<file path="config.mk">
export PLATFORM = sky130hd
export DESIGN_NAME = fes_event_status
export DESIGN_NICKNAME = d
export VERILOG_FILES = /design/src/core/fes_pkg.sv /design/src/core/fes_event_status.sv /design/src/core/fes_link_serializer.sv /design/src/core/fes_ssm_validator.sv
export SDC_FILE = /design/constraint.sdc
export NUM_CORES = 1
export LEC_CHECK = 0
export ABC_CLOCK_PERIOD_IN_PS = 3500
export BUFFER_PORTS_ARGS = -buffer_cell sky130_fd_sc_hd__buf_2
export CAP_MARGIN = 5
export CORE_MARGIN = 5
export CORE_UTILIZATION = 35
export DETAILED_ROUTE_END_ITERATION = 10
export SLEW_MARGIN = 30
export SYNTH_ARGS = -nofsm -noshare
export SYNTH_HDL_FRONTEND = slang
export SYNTH_SLANG_ARGS = --single-unit
</file>
<file path="constraint.sdc">
create_clock -name clk -period 3.5 [get_ports clk]
set_input_delay 0.7 -clock clk [delete_from_list [all_inputs] [get_ports clk]]
set_output_delay 0.7 -clock clk [all_outputs]
set_load 0.05 [all_outputs]
</file>
<file path="src/core/fes_pkg.sv">
// Shared constants and carrier types for the framer event status block
package fes_pkg;

  // Frame timing in microseconds and the frame counts derived from it
  localparam int unsigned FES_FRAME_US = 125;
  localparam int unsigned FES_ALIGN_US = 250;
  localparam int unsigned FES_E1_MF_US = 2000;
  localparam int unsigned FES_D4_MF_US = 1500;
  localparam int unsigned FES_ESF_MF_US = 3000;
  localparam logic [4:0] FES_ALIGN_FRAMES = 5'(FES_ALIGN_US / FES_FRAME_US);
  localparam logic [4:0] FES_E1_MF_FRAMES = 5'(FES_E1_MF_US / FES_FRAME_US);
  localparam logic [4:0] FES_D4_MF_FRAMES = 5'(FES_D4_MF_US / FES_FRAME_US);
  localparam logic [4:0] FES_ESF_MF_FRAMES = 5'(FES_ESF_MF_US / FES_FRAME_US);

  // Signaling alarm and message validation figures
  localparam logic [3:0] FES_ONES_WINDOW_LAST = 4'hF;
  localparam logic [3:0] FES_ONES_MIN_ZEROS = 4'h3;
  localparam logic [1:0] FES_SSM_REPEAT = 2'h3;
  localparam logic [2:0] FES_SMF_LAST = 3'h7;

  // Synchronization status message codes
  localparam logic [3:0] FES_SSM_UNKNOWN = 4'h0;
  localparam logic [3:0] FES_SSM_PRS = 4'h2;
  localparam logic [3:0] FES_SSM_SSUA = 4'h4;
  localparam logic [3:0] FES_SSM_SSUB = 4'h8;
  localparam logic [3:0] FES_SSM_SETS = 4'hB;
  localparam logic [3:0] FES_SSM_DNU = 4'hF;

  // Register indices; the byte address is four times the index
  localparam int unsigned FES_ADDR_W = 10;
  localparam logic [7:0] FES_IDX_STAT3 = 8'h18;
  localparam logic [7:0] FES_IDX_MASK3 = 8'h19;
  localparam logic [7:0] FES_IDX_STAT4 = 8'h1A;
  localparam logic [7:0] FES_IDX_MASK4 = 8'h1B;
  localparam logic [7:0] FES_IDX_TXLINK = 8'h51;
  localparam logic [7:0] FES_IDX_CTRL = 8'h60;
  localparam logic [7:0] FES_IDX_SSMTX = 8'h61;
  localparam logic [7:0] FES_IDX_SSMRX = 8'h62;

  // Reset values, writable bits and read field positions
  localparam logic [7:0] FES_REG_RESET = 8'h00;
  localparam logic [7:0] FES_MASK4_WMASK = 8'h7F;
  localparam logic [3:0] FES_SSMTX_RESET = FES_SSM_UNKNOWN;
  localparam int unsigned FES_SSMRX_VALID_BIT = 4;
  localparam int unsigned FES_SSMRX_RAW_LSB = 8;

  // Control register layout
  typedef struct packed {
    logic spare;
    logic [2:0] saSel;
    logic dblAccess;
    logic esf;
    logic crc4;
    logic e1;
  } fes_ctrl_type;

  // Receive frame strobe with the data that travels with it
  typedef struct packed {
    logic frameStart;
    logic mfStart;
    logic [7:0] ts16;
    logic [4:0] saBits;
  } fes_rx_frame_type;

  // Transmit frame strobes
  typedef struct packed {
    logic frameStart;
    logic mfStart;
    logic linkBitReq;
  } fes_tx_frame_type;

endpackage : fes_pkg

</file>
<file path="src/core/fes_event_status.sv">
`timescale 1ns/1ns
// Framer event status, interrupt masks, link byte and E1 SSM logic over APB
// Functional notes
// - Mask three bits 0 to 7 gate link events; 1 enables, 0 masks.
// - E1 only: receive align-frame event every 250us at each align frame.
// - E1: CRC4 multiframe event on boundaries; free-running 2ms when CRC4 off.
// - E1: receive multiframe event every 2ms, independent of CAS.
// - T1: receive and transmit multiframe events every 1.5ms D4, 3ms ESF.
// - E1 only: transmit align-frame event every 250us at each align frame.
// - E1: transmit multiframe event every 2ms, independent of CRC4.
// - E1: signaling all-zeros event when time slot 16 zero whole multiframe.
// - E1: all-ones event, under three zeros in 16 frames, also in CCS.
// - Mask four bits 0 to 6 enable status four events; bit 7 zero.
// - Transmit link byte sent into T1 stream, bit 0 first, bit 7 last.
// - D4 mode takes its Fs pattern bits from the transmit link byte.
// - Four-bit SSM codes: unknown, PRS, SSU-A, SSU-B, SETS, do-not-use.
// - E1 message rides in exactly one selectable Sa4 to Sa8 position.
// - Message MSB first from first odd frame of each sub-multiframe, two per MF.
// - Received message valid only after three equal sub-multiframes.
// - Sa access aligned to CRC4 multiframe, or alternately to double frames.
module fes_event_status (
  // Clock, reset, enable
  input wire logic clk,
  input wire logic rst_b,
  input wire logic ce,
  // APB slave
  input wire logic psel,
  input wire logic penable,
  input wire logic pwrite,
  input wire logic [fes_pkg::FES_ADDR_W-1:0] paddr,
  input wire logic [31:0] pwdata,
  output logic [31:0] prdata,
  output logic pready,
  output logic pslverr,
  // Framer timing and link events
  input wire fes_pkg::fes_rx_frame_type rxFrame,
  input wire fes_pkg::fes_tx_frame_type txFrame,
  input wire logic [7:0] linkEvents,
  // Line side and interrupt
  output logic txLinkBit,
  output logic txSaBit,
  output logic [4:0] txSaSelect,
  output logic irq
);
  import fes_pkg::*;

  typedef struct packed {
    logic [7:0] stat3;
    logic [7:0] mask3;
    logic [7:0] stat4;
    logic [7:0] mask4;
    logic [7:0] txLink;
    fes_ctrl_type ctrl;
    logic [3:0] ssmTx;
    logic [4:0] saRaw;
    logic [4:0] rxFrm;
    logic [4:0] txFrm;
    logic [3:0] crcFrm;
    logic [3:0] onesFrm;
    logic [3:0] zeroCnt;
    logic allZero;
    logic [3:0] rxSsm;
    logic [3:0] txSsm;
    logic txSaBit;
    logic [4:0] saSelect;
    logic [31:0] prdata;
    logic pready;
    logic pslverr;
    logic irq;
  } fes_state_type;

  localparam fes_state_type STATE_RESET = '{
    stat3: FES_REG_RESET, mask3: FES_REG_RESET, stat4: FES_REG_RESET,
    mask4: FES_REG_RESET, txLink: FES_REG_RESET, ctrl: FES_REG_RESET,
    ssmTx: FES_SSMTX_RESET, default: '0};

  fes_state_type s_q;
  fes_state_type s_d;
  logic codeStrobe;
  logic [3:0] rxCode;
  logic [3:0] ssmCode;
  logic ssmValid;
  logic linkBitReq;

  // One-hot Sa4..Sa8 position; out-of-range selections fall back to Sa4
  function automatic logic [4:0] saOneHot(input logic [2:0] sel);
    logic [4:0] hot;
    hot = 5'h01;
    if (sel == 3'h1) begin
      hot = 5'h02;
    end else if (sel == 3'h2) begin
      hot = 5'h04;
    end else if (sel == 3'h3) begin
      hot = 5'h08;
    end else if (sel == 3'h4) begin
      hot = 5'h10;
    end
    return hot;
  endfunction : saOneHot

  // Number of zero bits in one time slot byte
  function automatic logic [3:0] zeroCount(input logic [7:0] b);
    logic [3:0] n;
    n = 4'h0;
    for (int i = 0; i < 8; i++) begin
      n = n + {3'h0, ~b[i]};
    end
    return n;
  endfunction : zeroCount

  // Frames per multiframe for the current line mode
  function automatic logic [4:0] mfLength(input fes_ctrl_type c);
    logic [4:0] len;
    len = FES_D4_MF_FRAMES;
    if (c.e1) begin
      len = FES_E1_MF_FRAMES;
    end else if (c.esf) begin
      len = FES_ESF_MF_FRAMES;
    end
    return len;
  endfunction : mfLength

  // Next frame index: restart on the framer's boundary, else wrap at length
  function automatic logic [4:0] nextFrame(input logic [4:0] cur, input logic sync,
                                           input logic [4:0] len);
    logic [4:0] nxt;
    nxt = cur + 5'h01;
    if (sync || cur >= len - 5'h01) begin
      nxt = 5'h00;
    end
    return nxt;
  endfunction : nextFrame

  // Main next-state logic
  always_comb begin
    logic [7:0] idx;
    logic setup;
    logic access;
    logic [4:0] len;
    logic [4:0] rxIdx;
    logic [4:0] txIdx;
    logic [3:0] crcIdx;
    logic [7:0] ev4;
    logic [7:0] clr3;
    logic [7:0] clr4;
    logic [3:0] zeros;
    logic zAll;
    logic rxSel;
    logic fs;
    logic [31:0] rd;
    logic err;
    s_d = s_q;
    idx = paddr[FES_ADDR_W-1:2];
    setup = psel && !penable;
    access = psel && penable && s_q.pready;
    len = mfLength(s_q.ctrl);
    fs = rxFrame.frameStart;
    rxIdx = s_q.rxFrm;
    txIdx = s_q.txFrm;
    crcIdx = s_q.crcFrm;
    ev4 = 8'h00;
    clr3 = 8'h00;
    clr4 = 8'h00;
    zeros = 4'h0;
    zAll = 1'b0;
    rxSel = |(saOneHot(s_q.ctrl.saSel) & rxFrame.saBits);
    rd = 32'h0000_0000;
    err = 1'b0;
    codeStrobe = 1'b0;
    rxCode = {s_q.rxSsm[2:0], rxSel};

    // Receive frame counters; CRC4 boundary runs free when CRC4 is off
    if (fs) begin
      rxIdx = nextFrame(s_q.rxFrm, rxFrame.mfStart, len);
      crcIdx = s_q.crcFrm + 4'h1;
      if (rxFrame.mfStart && s_q.ctrl.crc4) begin
        crcIdx = 4'h0;
      end
      s_d.rxFrm = rxIdx;
      s_d.crcFrm = crcIdx;
      s_d.onesFrm = s_q.onesFrm + 4'h1;
    end
    if (txFrame.frameStart) begin
      txIdx = nextFrame(s_q.txFrm, txFrame.mfStart, len);
      s_d.txFrm = txIdx;
    end

    // Frame timing events
    ev4[0] = fs && s_q.ctrl.e1 && (rxIdx % FES_ALIGN_FRAMES) == 5'h00;
    ev4[1] = fs && s_q.ctrl.e1 && crcIdx == 4'h0;
    ev4[2] = fs && rxIdx == 5'h00;
    ev4[3] = txFrame.frameStart && s_q.ctrl.e1
             && (txIdx % FES_ALIGN_FRAMES) == 5'h00;
    ev4[4] = txFrame.frameStart && txIdx == 5'h00;

    // Time slot 16 all-zeros over a multiframe
    zAll = (rxIdx == 5'h00 || s_q.allZero) && rxFrame.ts16 == 8'h00;
    if (fs) begin
      s_d.allZero = zAll;
    end
    ev4[5] = fs && s_q.ctrl.e1 && zAll && rxIdx == len - 5'h01;

    // Zeros counted over each 16-frame window, saturating past the threshold
    zeros = zeroCount(rxFrame.ts16);
    if (s_q.onesFrm != 4'h0) begin
      zeros = zeros + s_q.zeroCnt;
    end
    if (zeros > FES_ONES_MIN_ZEROS) begin
      zeros = FES_ONES_MIN_ZEROS;
    end
    if (fs) begin
      s_d.zeroCnt = zeros;
    end
    // Not gated by any signaling mode, so CCS keeps the alarm alive
    ev4[6] = fs && s_q.ctrl.e1 && s_q.onesFrm == FES_ONES_WINDOW_LAST
             && zeros < FES_ONES_MIN_ZEROS;

    // Received message bits in odd frames of each sub-multiframe
    if (fs && s_q.ctrl.e1 && crcIdx[0]) begin
      s_d.rxSsm = rxCode;
      codeStrobe = crcIdx[2:0] == FES_SMF_LAST;
    end

    // Raw Sa snapshot per CRC4 multiframe or per double frame
    if (fs && crcIdx[0] && (s_q.ctrl.dblAccess || crcIdx == 4'hF)) begin
      s_d.saRaw = rxFrame.saBits;
    end

    // Transmit message loads per sub-multiframe, MSB in its first odd frame
    if (txFrame.frameStart && s_q.ctrl.e1) begin
      if (txIdx[2:0] == 3'h0) begin
        s_d.txSsm = s_q.ssmTx;
      end else if (txIdx[0]) begin
        s_d.txSaBit = s_q.txSsm[3];
        s_d.txSsm = {s_q.txSsm[2:0], 1'b0};
      end
    end
    s_d.saSelect = saOneHot(s_q.ctrl.saSel);

    // APB setup: answer is prepared here and shown through the access phase
    s_d.pready = setup;
    s_d.pslverr = 1'b0; // Error stands only beside ready
    if (setup) begin
      if (idx == FES_IDX_STAT3) begin
        rd[7:0] = s_q.stat3;
      end else if (idx == FES_IDX_MASK3) begin
        rd[7:0] = s_q.mask3;
      end else if (idx == FES_IDX_STAT4) begin
        rd[7:0] = s_q.stat4;
      end else if (idx == FES_IDX_MASK4) begin
        rd[7:0] = s_q.mask4;
      end else if (idx == FES_IDX_TXLINK) begin
        rd[7:0] = s_q.txLink;
      end else if (idx == FES_IDX_CTRL) begin
        rd[7:0] = s_q.ctrl;
      end else if (idx == FES_IDX_SSMTX) begin
        rd[3:0] = s_q.ssmTx;
      end else if (idx == FES_IDX_SSMRX) begin
        rd[3:0] = ssmCode;
        rd[FES_SSMRX_VALID_BIT] = ssmValid;
        rd[FES_SSMRX_RAW_LSB+:5] = s_q.saRaw;
      end else begin
        err = 1'b1;
      end
      s_d.prdata = rd;
      s_d.pslverr = err;
    end

    // APB access: writes land and read-clears act at the completing edge
    if (access && !s_q.pslverr) begin
      if (pwrite) begin
        if (idx == FES_IDX_MASK3) begin
          s_d.mask3 = pwdata[7:0];
        end else if (idx == FES_IDX_MASK4) begin
          s_d.mask4 = pwdata[7:0] & FES_MASK4_WMASK;
        end else if (idx == FES_IDX_TXLINK) begin
          s_d.txLink = pwdata[7:0];
        end else if (idx == FES_IDX_CTRL) begin
          s_d.ctrl = pwdata[7:0];
        end else if (idx == FES_IDX_SSMTX) begin
          s_d.ssmTx = pwdata[3:0];
        end
      end else if (idx == FES_IDX_STAT3) begin
        clr3 = s_q.prdata[7:0];
      end else if (idx == FES_IDX_STAT4) begin
        clr4 = s_q.prdata[7:0];
      end
    end

    // Only bits already reported are cleared, and a new event wins the clear
    s_d.stat3 = (s_q.stat3 & ~clr3) | linkEvents;
    s_d.stat4 = (s_q.stat4 & ~clr4) | ev4;
    s_d.irq = |((s_d.stat3 & s_d.mask3) | (s_d.stat4 & s_d.mask4));
  end

  // The link byte only feeds a T1 stream
  assign linkBitReq = txFrame.linkBitReq && !s_q.ctrl.e1;

  // Link byte serializer
  fes_link_serializer u_link (
    .clk(clk),
    .rst_b(rst_b),
    .ce(ce),
    .linkByte(s_q.txLink),
    .bitReq(linkBitReq),
    .txBit(txLinkBit)
  );

  // Received message validator
  fes_ssm_validator u_ssm (
    .clk(clk),
    .rst_b(rst_b),
    .ce(ce),
    .codeStrobe(codeStrobe),
    .code(rxCode),
    .validCode(ssmCode),
    .valid(ssmValid)
  );

  // State register; clock enable freezes everything
  always_ff @(posedge clk or negedge rst_b) begin
    if (!rst_b) begin
      s_q <= STATE_RESET;
    end else if (ce) begin
      s_q <= s_d;
    end
  end

  // Registered outputs
  assign prdata = s_q.prdata;
  assign pready = s_q.pready;
  assign pslverr = s_q.pslverr;
  assign txSaBit = s_q.txSaBit;
  assign txSaSelect = s_q.saSelect;
  assign irq = s_q.irq;

endmodule : fes_event_status

</file>
<file path="src/core/fes_link_serializer.sv">
`timescale 1ns/1ns
// Serializer that sends the transmit link byte least significant bit first
module fes_link_serializer (
  // Clock, reset, enable
  input wire logic clk,
  input wire logic rst_b,
  input wire logic ce,
  // Byte source and bit request
  input wire logic [7:0] linkByte,
  input wire logic bitReq,
  // Serial output
  output logic txBit
);
  import fes_pkg::*;

  typedef struct packed {
    logic [7:0] shift;
    logic [2:0] left;
    logic txBit;
  } fes_ser_state_type;

  fes_ser_state_type s_q;
  fes_ser_state_type s_d;

  // Byte reloads only after its last bit, so a write mid-byte waits its turn
  always_comb begin
    s_d = s_q;
    if (bitReq) begin
      if (s_q.left == 3'h0) begin
        s_d.txBit = linkByte[0];
        s_d.shift = {1'b0, linkByte[7:1]};
        s_d.left = 3'h7;
      end else begin
        s_d.txBit = s_q.shift[0];
        s_d.shift = {1'b0, s_q.shift[7:1]};
        s_d.left = s_q.left - 3'h1;
      end
    end
  end

  // State register
  always_ff @(posedge clk or negedge rst_b) begin
    if (!rst_b) begin
      s_q <= '0;
    end else if (ce) begin
      s_q <= s_d;
    end
  end

  assign txBit = s_q.txBit;

endmodule : fes_link_serializer

</file>
<file path="src/core/fes_ssm_validator.sv">
`timescale 1ns/1ns
// Validator that accepts a status message after three equal sub-multiframes
module fes_ssm_validator (
  // Clock, reset, enable
  input wire logic clk,
  input wire logic rst_b,
  input wire logic ce,
  // Received code, one strobe per sub-multiframe
  input wire logic codeStrobe,
  input wire logic [3:0] code,
  // Validated code
  output logic [3:0] validCode,
  output logic valid
);
  import fes_pkg::*;

  typedef struct packed {
    logic [3:0] last;
    logic [1:0] repeats;
    logic [3:0] vcode;
    logic valid;
  } fes_val_state_type;

  fes_val_state_type s_q;
  fes_val_state_type s_d;

  // Count equal codes; a change restarts the run but keeps the old valid code
  always_comb begin
    s_d = s_q;
    if (codeStrobe) begin
      if (code == s_q.last && s_q.repeats != 2'h0) begin
        if (s_q.repeats != FES_SSM_REPEAT) begin
          s_d.repeats = s_q.repeats + 2'h1;
        end
      end else begin
        s_d.last = code;
        s_d.repeats = 2'h1;
      end
      if (s_d.repeats == FES_SSM_REPEAT) begin
        s_d.vcode = code;
        s_d.valid = 1'b1;
      end
    end
  end

  // State register
  always_ff @(posedge clk or negedge rst_b) begin
    if (!rst_b) begin
      s_q <= '0;
    end else if (ce) begin
      s_q <= s_d;
    end
  end

  assign validCode = s_q.vcode;
  assign valid = s_q.valid;

endmodule : fes_ssm_validator

</file>
==> qor.csv <==
metric,value,unit
# IOs,116,
drc violations,0,
RSZ-0062 raised after global routing,yes,
Peak supply drop,0.000281,V
Clock Latency Late Sink,0.42,ns
slack of the critical path,-0.684,ns
area of placed instances,0.00824,mm2
filler cell count,2109,
register area share after synthesis,0.431,
vias post-DR,6160,
CP endpoint kind,register,
Final ANT Viol Nets,0,
1st-pass router iterations,5,
"CTS clk-pin slew, worst paths",0.06,ns
core area,0.0216,mm2
Setup Skew,0.00636,ns
Final Cell Area,0.00892,mm2
# diodes,0,
Final Max Slew Viols,0,
Mapped Avg Cell Area,9.84,um2
die width,157,um
Setup crit start,rxFrame[5],
CTS Buffer Depth,2,
#FFs+latches synth,131,
Sink Count,131,
Cells after DPL,1103,
DRT iter0 DRCs,359,
grt ovf,0,
Setup Viol. Count Final,4,
relative slew slack,0.406,
largest net degree at the start of global routing,62,
Final period util,1.20,
area growth from synthesis to layout,17.2,%
post-route minimum period,4.18,ns
status,"finished, violations left",
"Core Util, Final",0.413,
Crit Path Max Fanout,3,
DR vias/cell,5.41,
Post-synth EDFFs,0,
Clock Tree Root,clkbuf_16,
num rows,54,
RR Startpoint,pslverr,
Overall Global Routing Usage,0.169,
DIE AREA,0.0248,mm2
hpwl dp,15.5,mm
vias in the first global route,5842,
distinct cell type count after synthesis,73,
deepest level of the CTS H-tree,4,
"non-filler cells, final",1138,
CTS Buf Count,17,
Cells after Synth,773,
DR WL/cell,18.3,um
final setup TNS,-2.31,ns
die height,157,um
data arrival time of the worst path,4.54,ns
Initial Util,0.352,
Syn. warnings,0,
Hold Path Class,in2async,
highest clock rate,239,MHz
Final Hold Vio Count,0,
share of layout cells above drive strength 1,0.251,
CP required,3.86,ns
Post-Syn Area,0.00761,mm2
routability cong.,0.858,
IO Port Bufs,70,
startpoint type of the worst setup path,primary input,
Max Cap Viol,0,
initial antenna violation count,0,
PD cells,517,mW/mm2
critical path type,in2reg,
leakage,4.15,nW
Most used DFF post-synth,dfrtp_1,
Worst Tran Pin Value,0.889,ns
"Async S/R FF share, synth",1.00,
global-route wire length before repair,32.4,mm
TritonCTS clock tree,done,
Post-Route WL,20.8,mm
failing checks,negative setup slack,
NumNets Final,944,
## cell usage after synthesis (3+ instances only)
| library cell | count | area share |
|---|---|---|
| nand3_1 | 17 | 0.011 |
| and4b_1 | 3 | 0.0039 |
| buf_1 | 4 | 0.0020 |
| nor4_1 | 4 | 0.0033 |
| ha_1 | 20 | 0.033 |
| a22o_1 | 9 | 0.010 |
| a211o_1 | 3 | 0.0035 |
| or3_1 | 4 | 0.0033 |
| o211ai_1 | 6 | 0.0059 |
| clkbuf_1 | 26 | 0.013 |
| o22ai_1 | 16 | 0.013 |
| dfrtp_1 | 131 | 0.43 |
| xor2_1 | 3 | 0.0035 |
| nor3_1 | 20 | 0.013 |
| o21a_1 | 6 | 0.0059 |
| a21oi_1 | 31 | 0.020 |
| a221oi_1 | 5 | 0.0058 |
| a31oi_1 | 12 | 0.0099 |
| nand4_1 | 6 | 0.0049 |
| or2_2 | 3 | 0.0025 |
| o21ai_1 | 9 | 0.0059 |
| mux2i_1 | 30 | 0.039 |
| buf_4 | 37 | 0.037 |
| nand3b_1 | 4 | 0.0039 |
| inv_1 | 32 | 0.016 |
| and3_1 | 3 | 0.0025 |
| mux2_2 | 57 | 0.084 |
| o22a_1 | 4 | 0.0046 |
| o21ai_0 | 44 | 0.029 |
| xnor2_1 | 9 | 0.010 |
| nand2b_1 | 14 | 0.012 |
| fa_1 | 5 | 0.013 |
| a21o_1 | 5 | 0.0049 |
| o31ai_1 | 5 | 0.0049 |
| a22oi_1 | 10 | 0.0099 |
| and2_1 | 6 | 0.0049 |
| nor2_1 | 51 | 0.025 |
| nand2_1 | 68 | 0.034 |
| nor2b_1 | 4 | 0.0033 |
## logic make-up after synthesis
family / synth area share
and+or+nand+nor: 0.158
AOI/OAI and AO/OA: 0.159
DFF: 0.431
buffers and inverters: 0.0684
muxes: 0.124
adders and majority gates: 0.0460
xor gates and xnor gates: 0.0138
other: 0.000493
## state kept, by name, summed over array words and instances (netlist names)
name / flops
irq: 1
prdata: 13
pready: 1
pslverr: 1
rxCode: 3
s_q: 84
txSaBit: 1
txSaSelect: 5
u_link.s_q: 10
u_link.txBit: 1
u_ssm.s_q: 6
u_ssm.valid: 1
u_ssm.validCode: 4
## power by group
part | switching [mW] | internal, mW
sequential | 0.141 | 1.63
clock | 0.703 | 1.20
combinational | 0.517 | 0.423
## path summary, 6_finish.rpt
check	endpoint	slack (ns)	depth (start not counted)
setup / recovery	irq	-0.68	16
max in group asynchronous	s_q[60]	2.40	2
hold reg to reg	u_link.txBit	0.47	2
min in group clk	u_link.txBit	0.47	2
hold / removal	prdata[6]	0.25	1
setup reg to reg	irq	0.75	9
## stage by stage
stage / power, mW / hold WS [ns] / worst slack [ns]
after CTS: 4.65 / 0.275 / -0.692
after detailed placement: 2.67 / 0.466 / -1.26
after global routing: 4.86 / 0.298 / -0.829
after global placement: 2.66 / 0.462 / -1.18
after floorplan: 2.43 / 0.404 / -0.935
final: 4.61 / 0.252 / -0.684
## metal layers
layer	track usage	wire length (um)	up-vias
li1	-	-	2916
met4	0.0569	535	0
met1	0.223	9060	3044
met5	0	0	-
met2	0.283	10200	168
met3	0.0291	1040	32
## critical path, stage by stage
cell and delay (ns):
buf_6 0.10, fa_1 0.53, inv_1 0.05, fa_1 0.49, fa_1 0.42, ha_2 0.20, fa_2 0.34, xor2_1 0.15
ha_1 0.34, and2_4 0.16, a21oi_1 0.05, or4_4 0.43, a31oi_4 0.16, a22oi_2 0.08, o211ai_1 0.18, o32a_1 0.17
## cell usage in the layout, fill, tap and decap left out, types with 19 or more instances in the layout
cell type,count
o21ai_0,44
mux2_2,57
dfrtp_1,131
inv_1,32
conb_1,19
mux2i_1,30
buf_4,34
a21oi_1,29
nor2_1,50
buf_2,68
nand2_1,68
nor3_1,20
ha_1,19
## what timing repair did
action	CTS	global route
endpoints found under the hold margin	0	0
hold buffers	0	0
pin swaps	7	4
setup buffers	2	1
gates resized for setup	6	0
setup endpoints to repair	4	4
## cell type report
type / instances / area (um2) / share of cell area
inverters: 32 / 120 / 0.0135
multi-input cells: 559 / 3920 / 0.440
clock inverters: 14 / 201 / 0.0226
clock buffers: 18 / 429 / 0.0481
well taps: 280 / 350 / 0.0393
flip-flops and latches: 131 / 3280 / 0.368
repair buffers: 104 / 618 / 0.0693
Note: power is estimated with default switching activity, not from simulation.
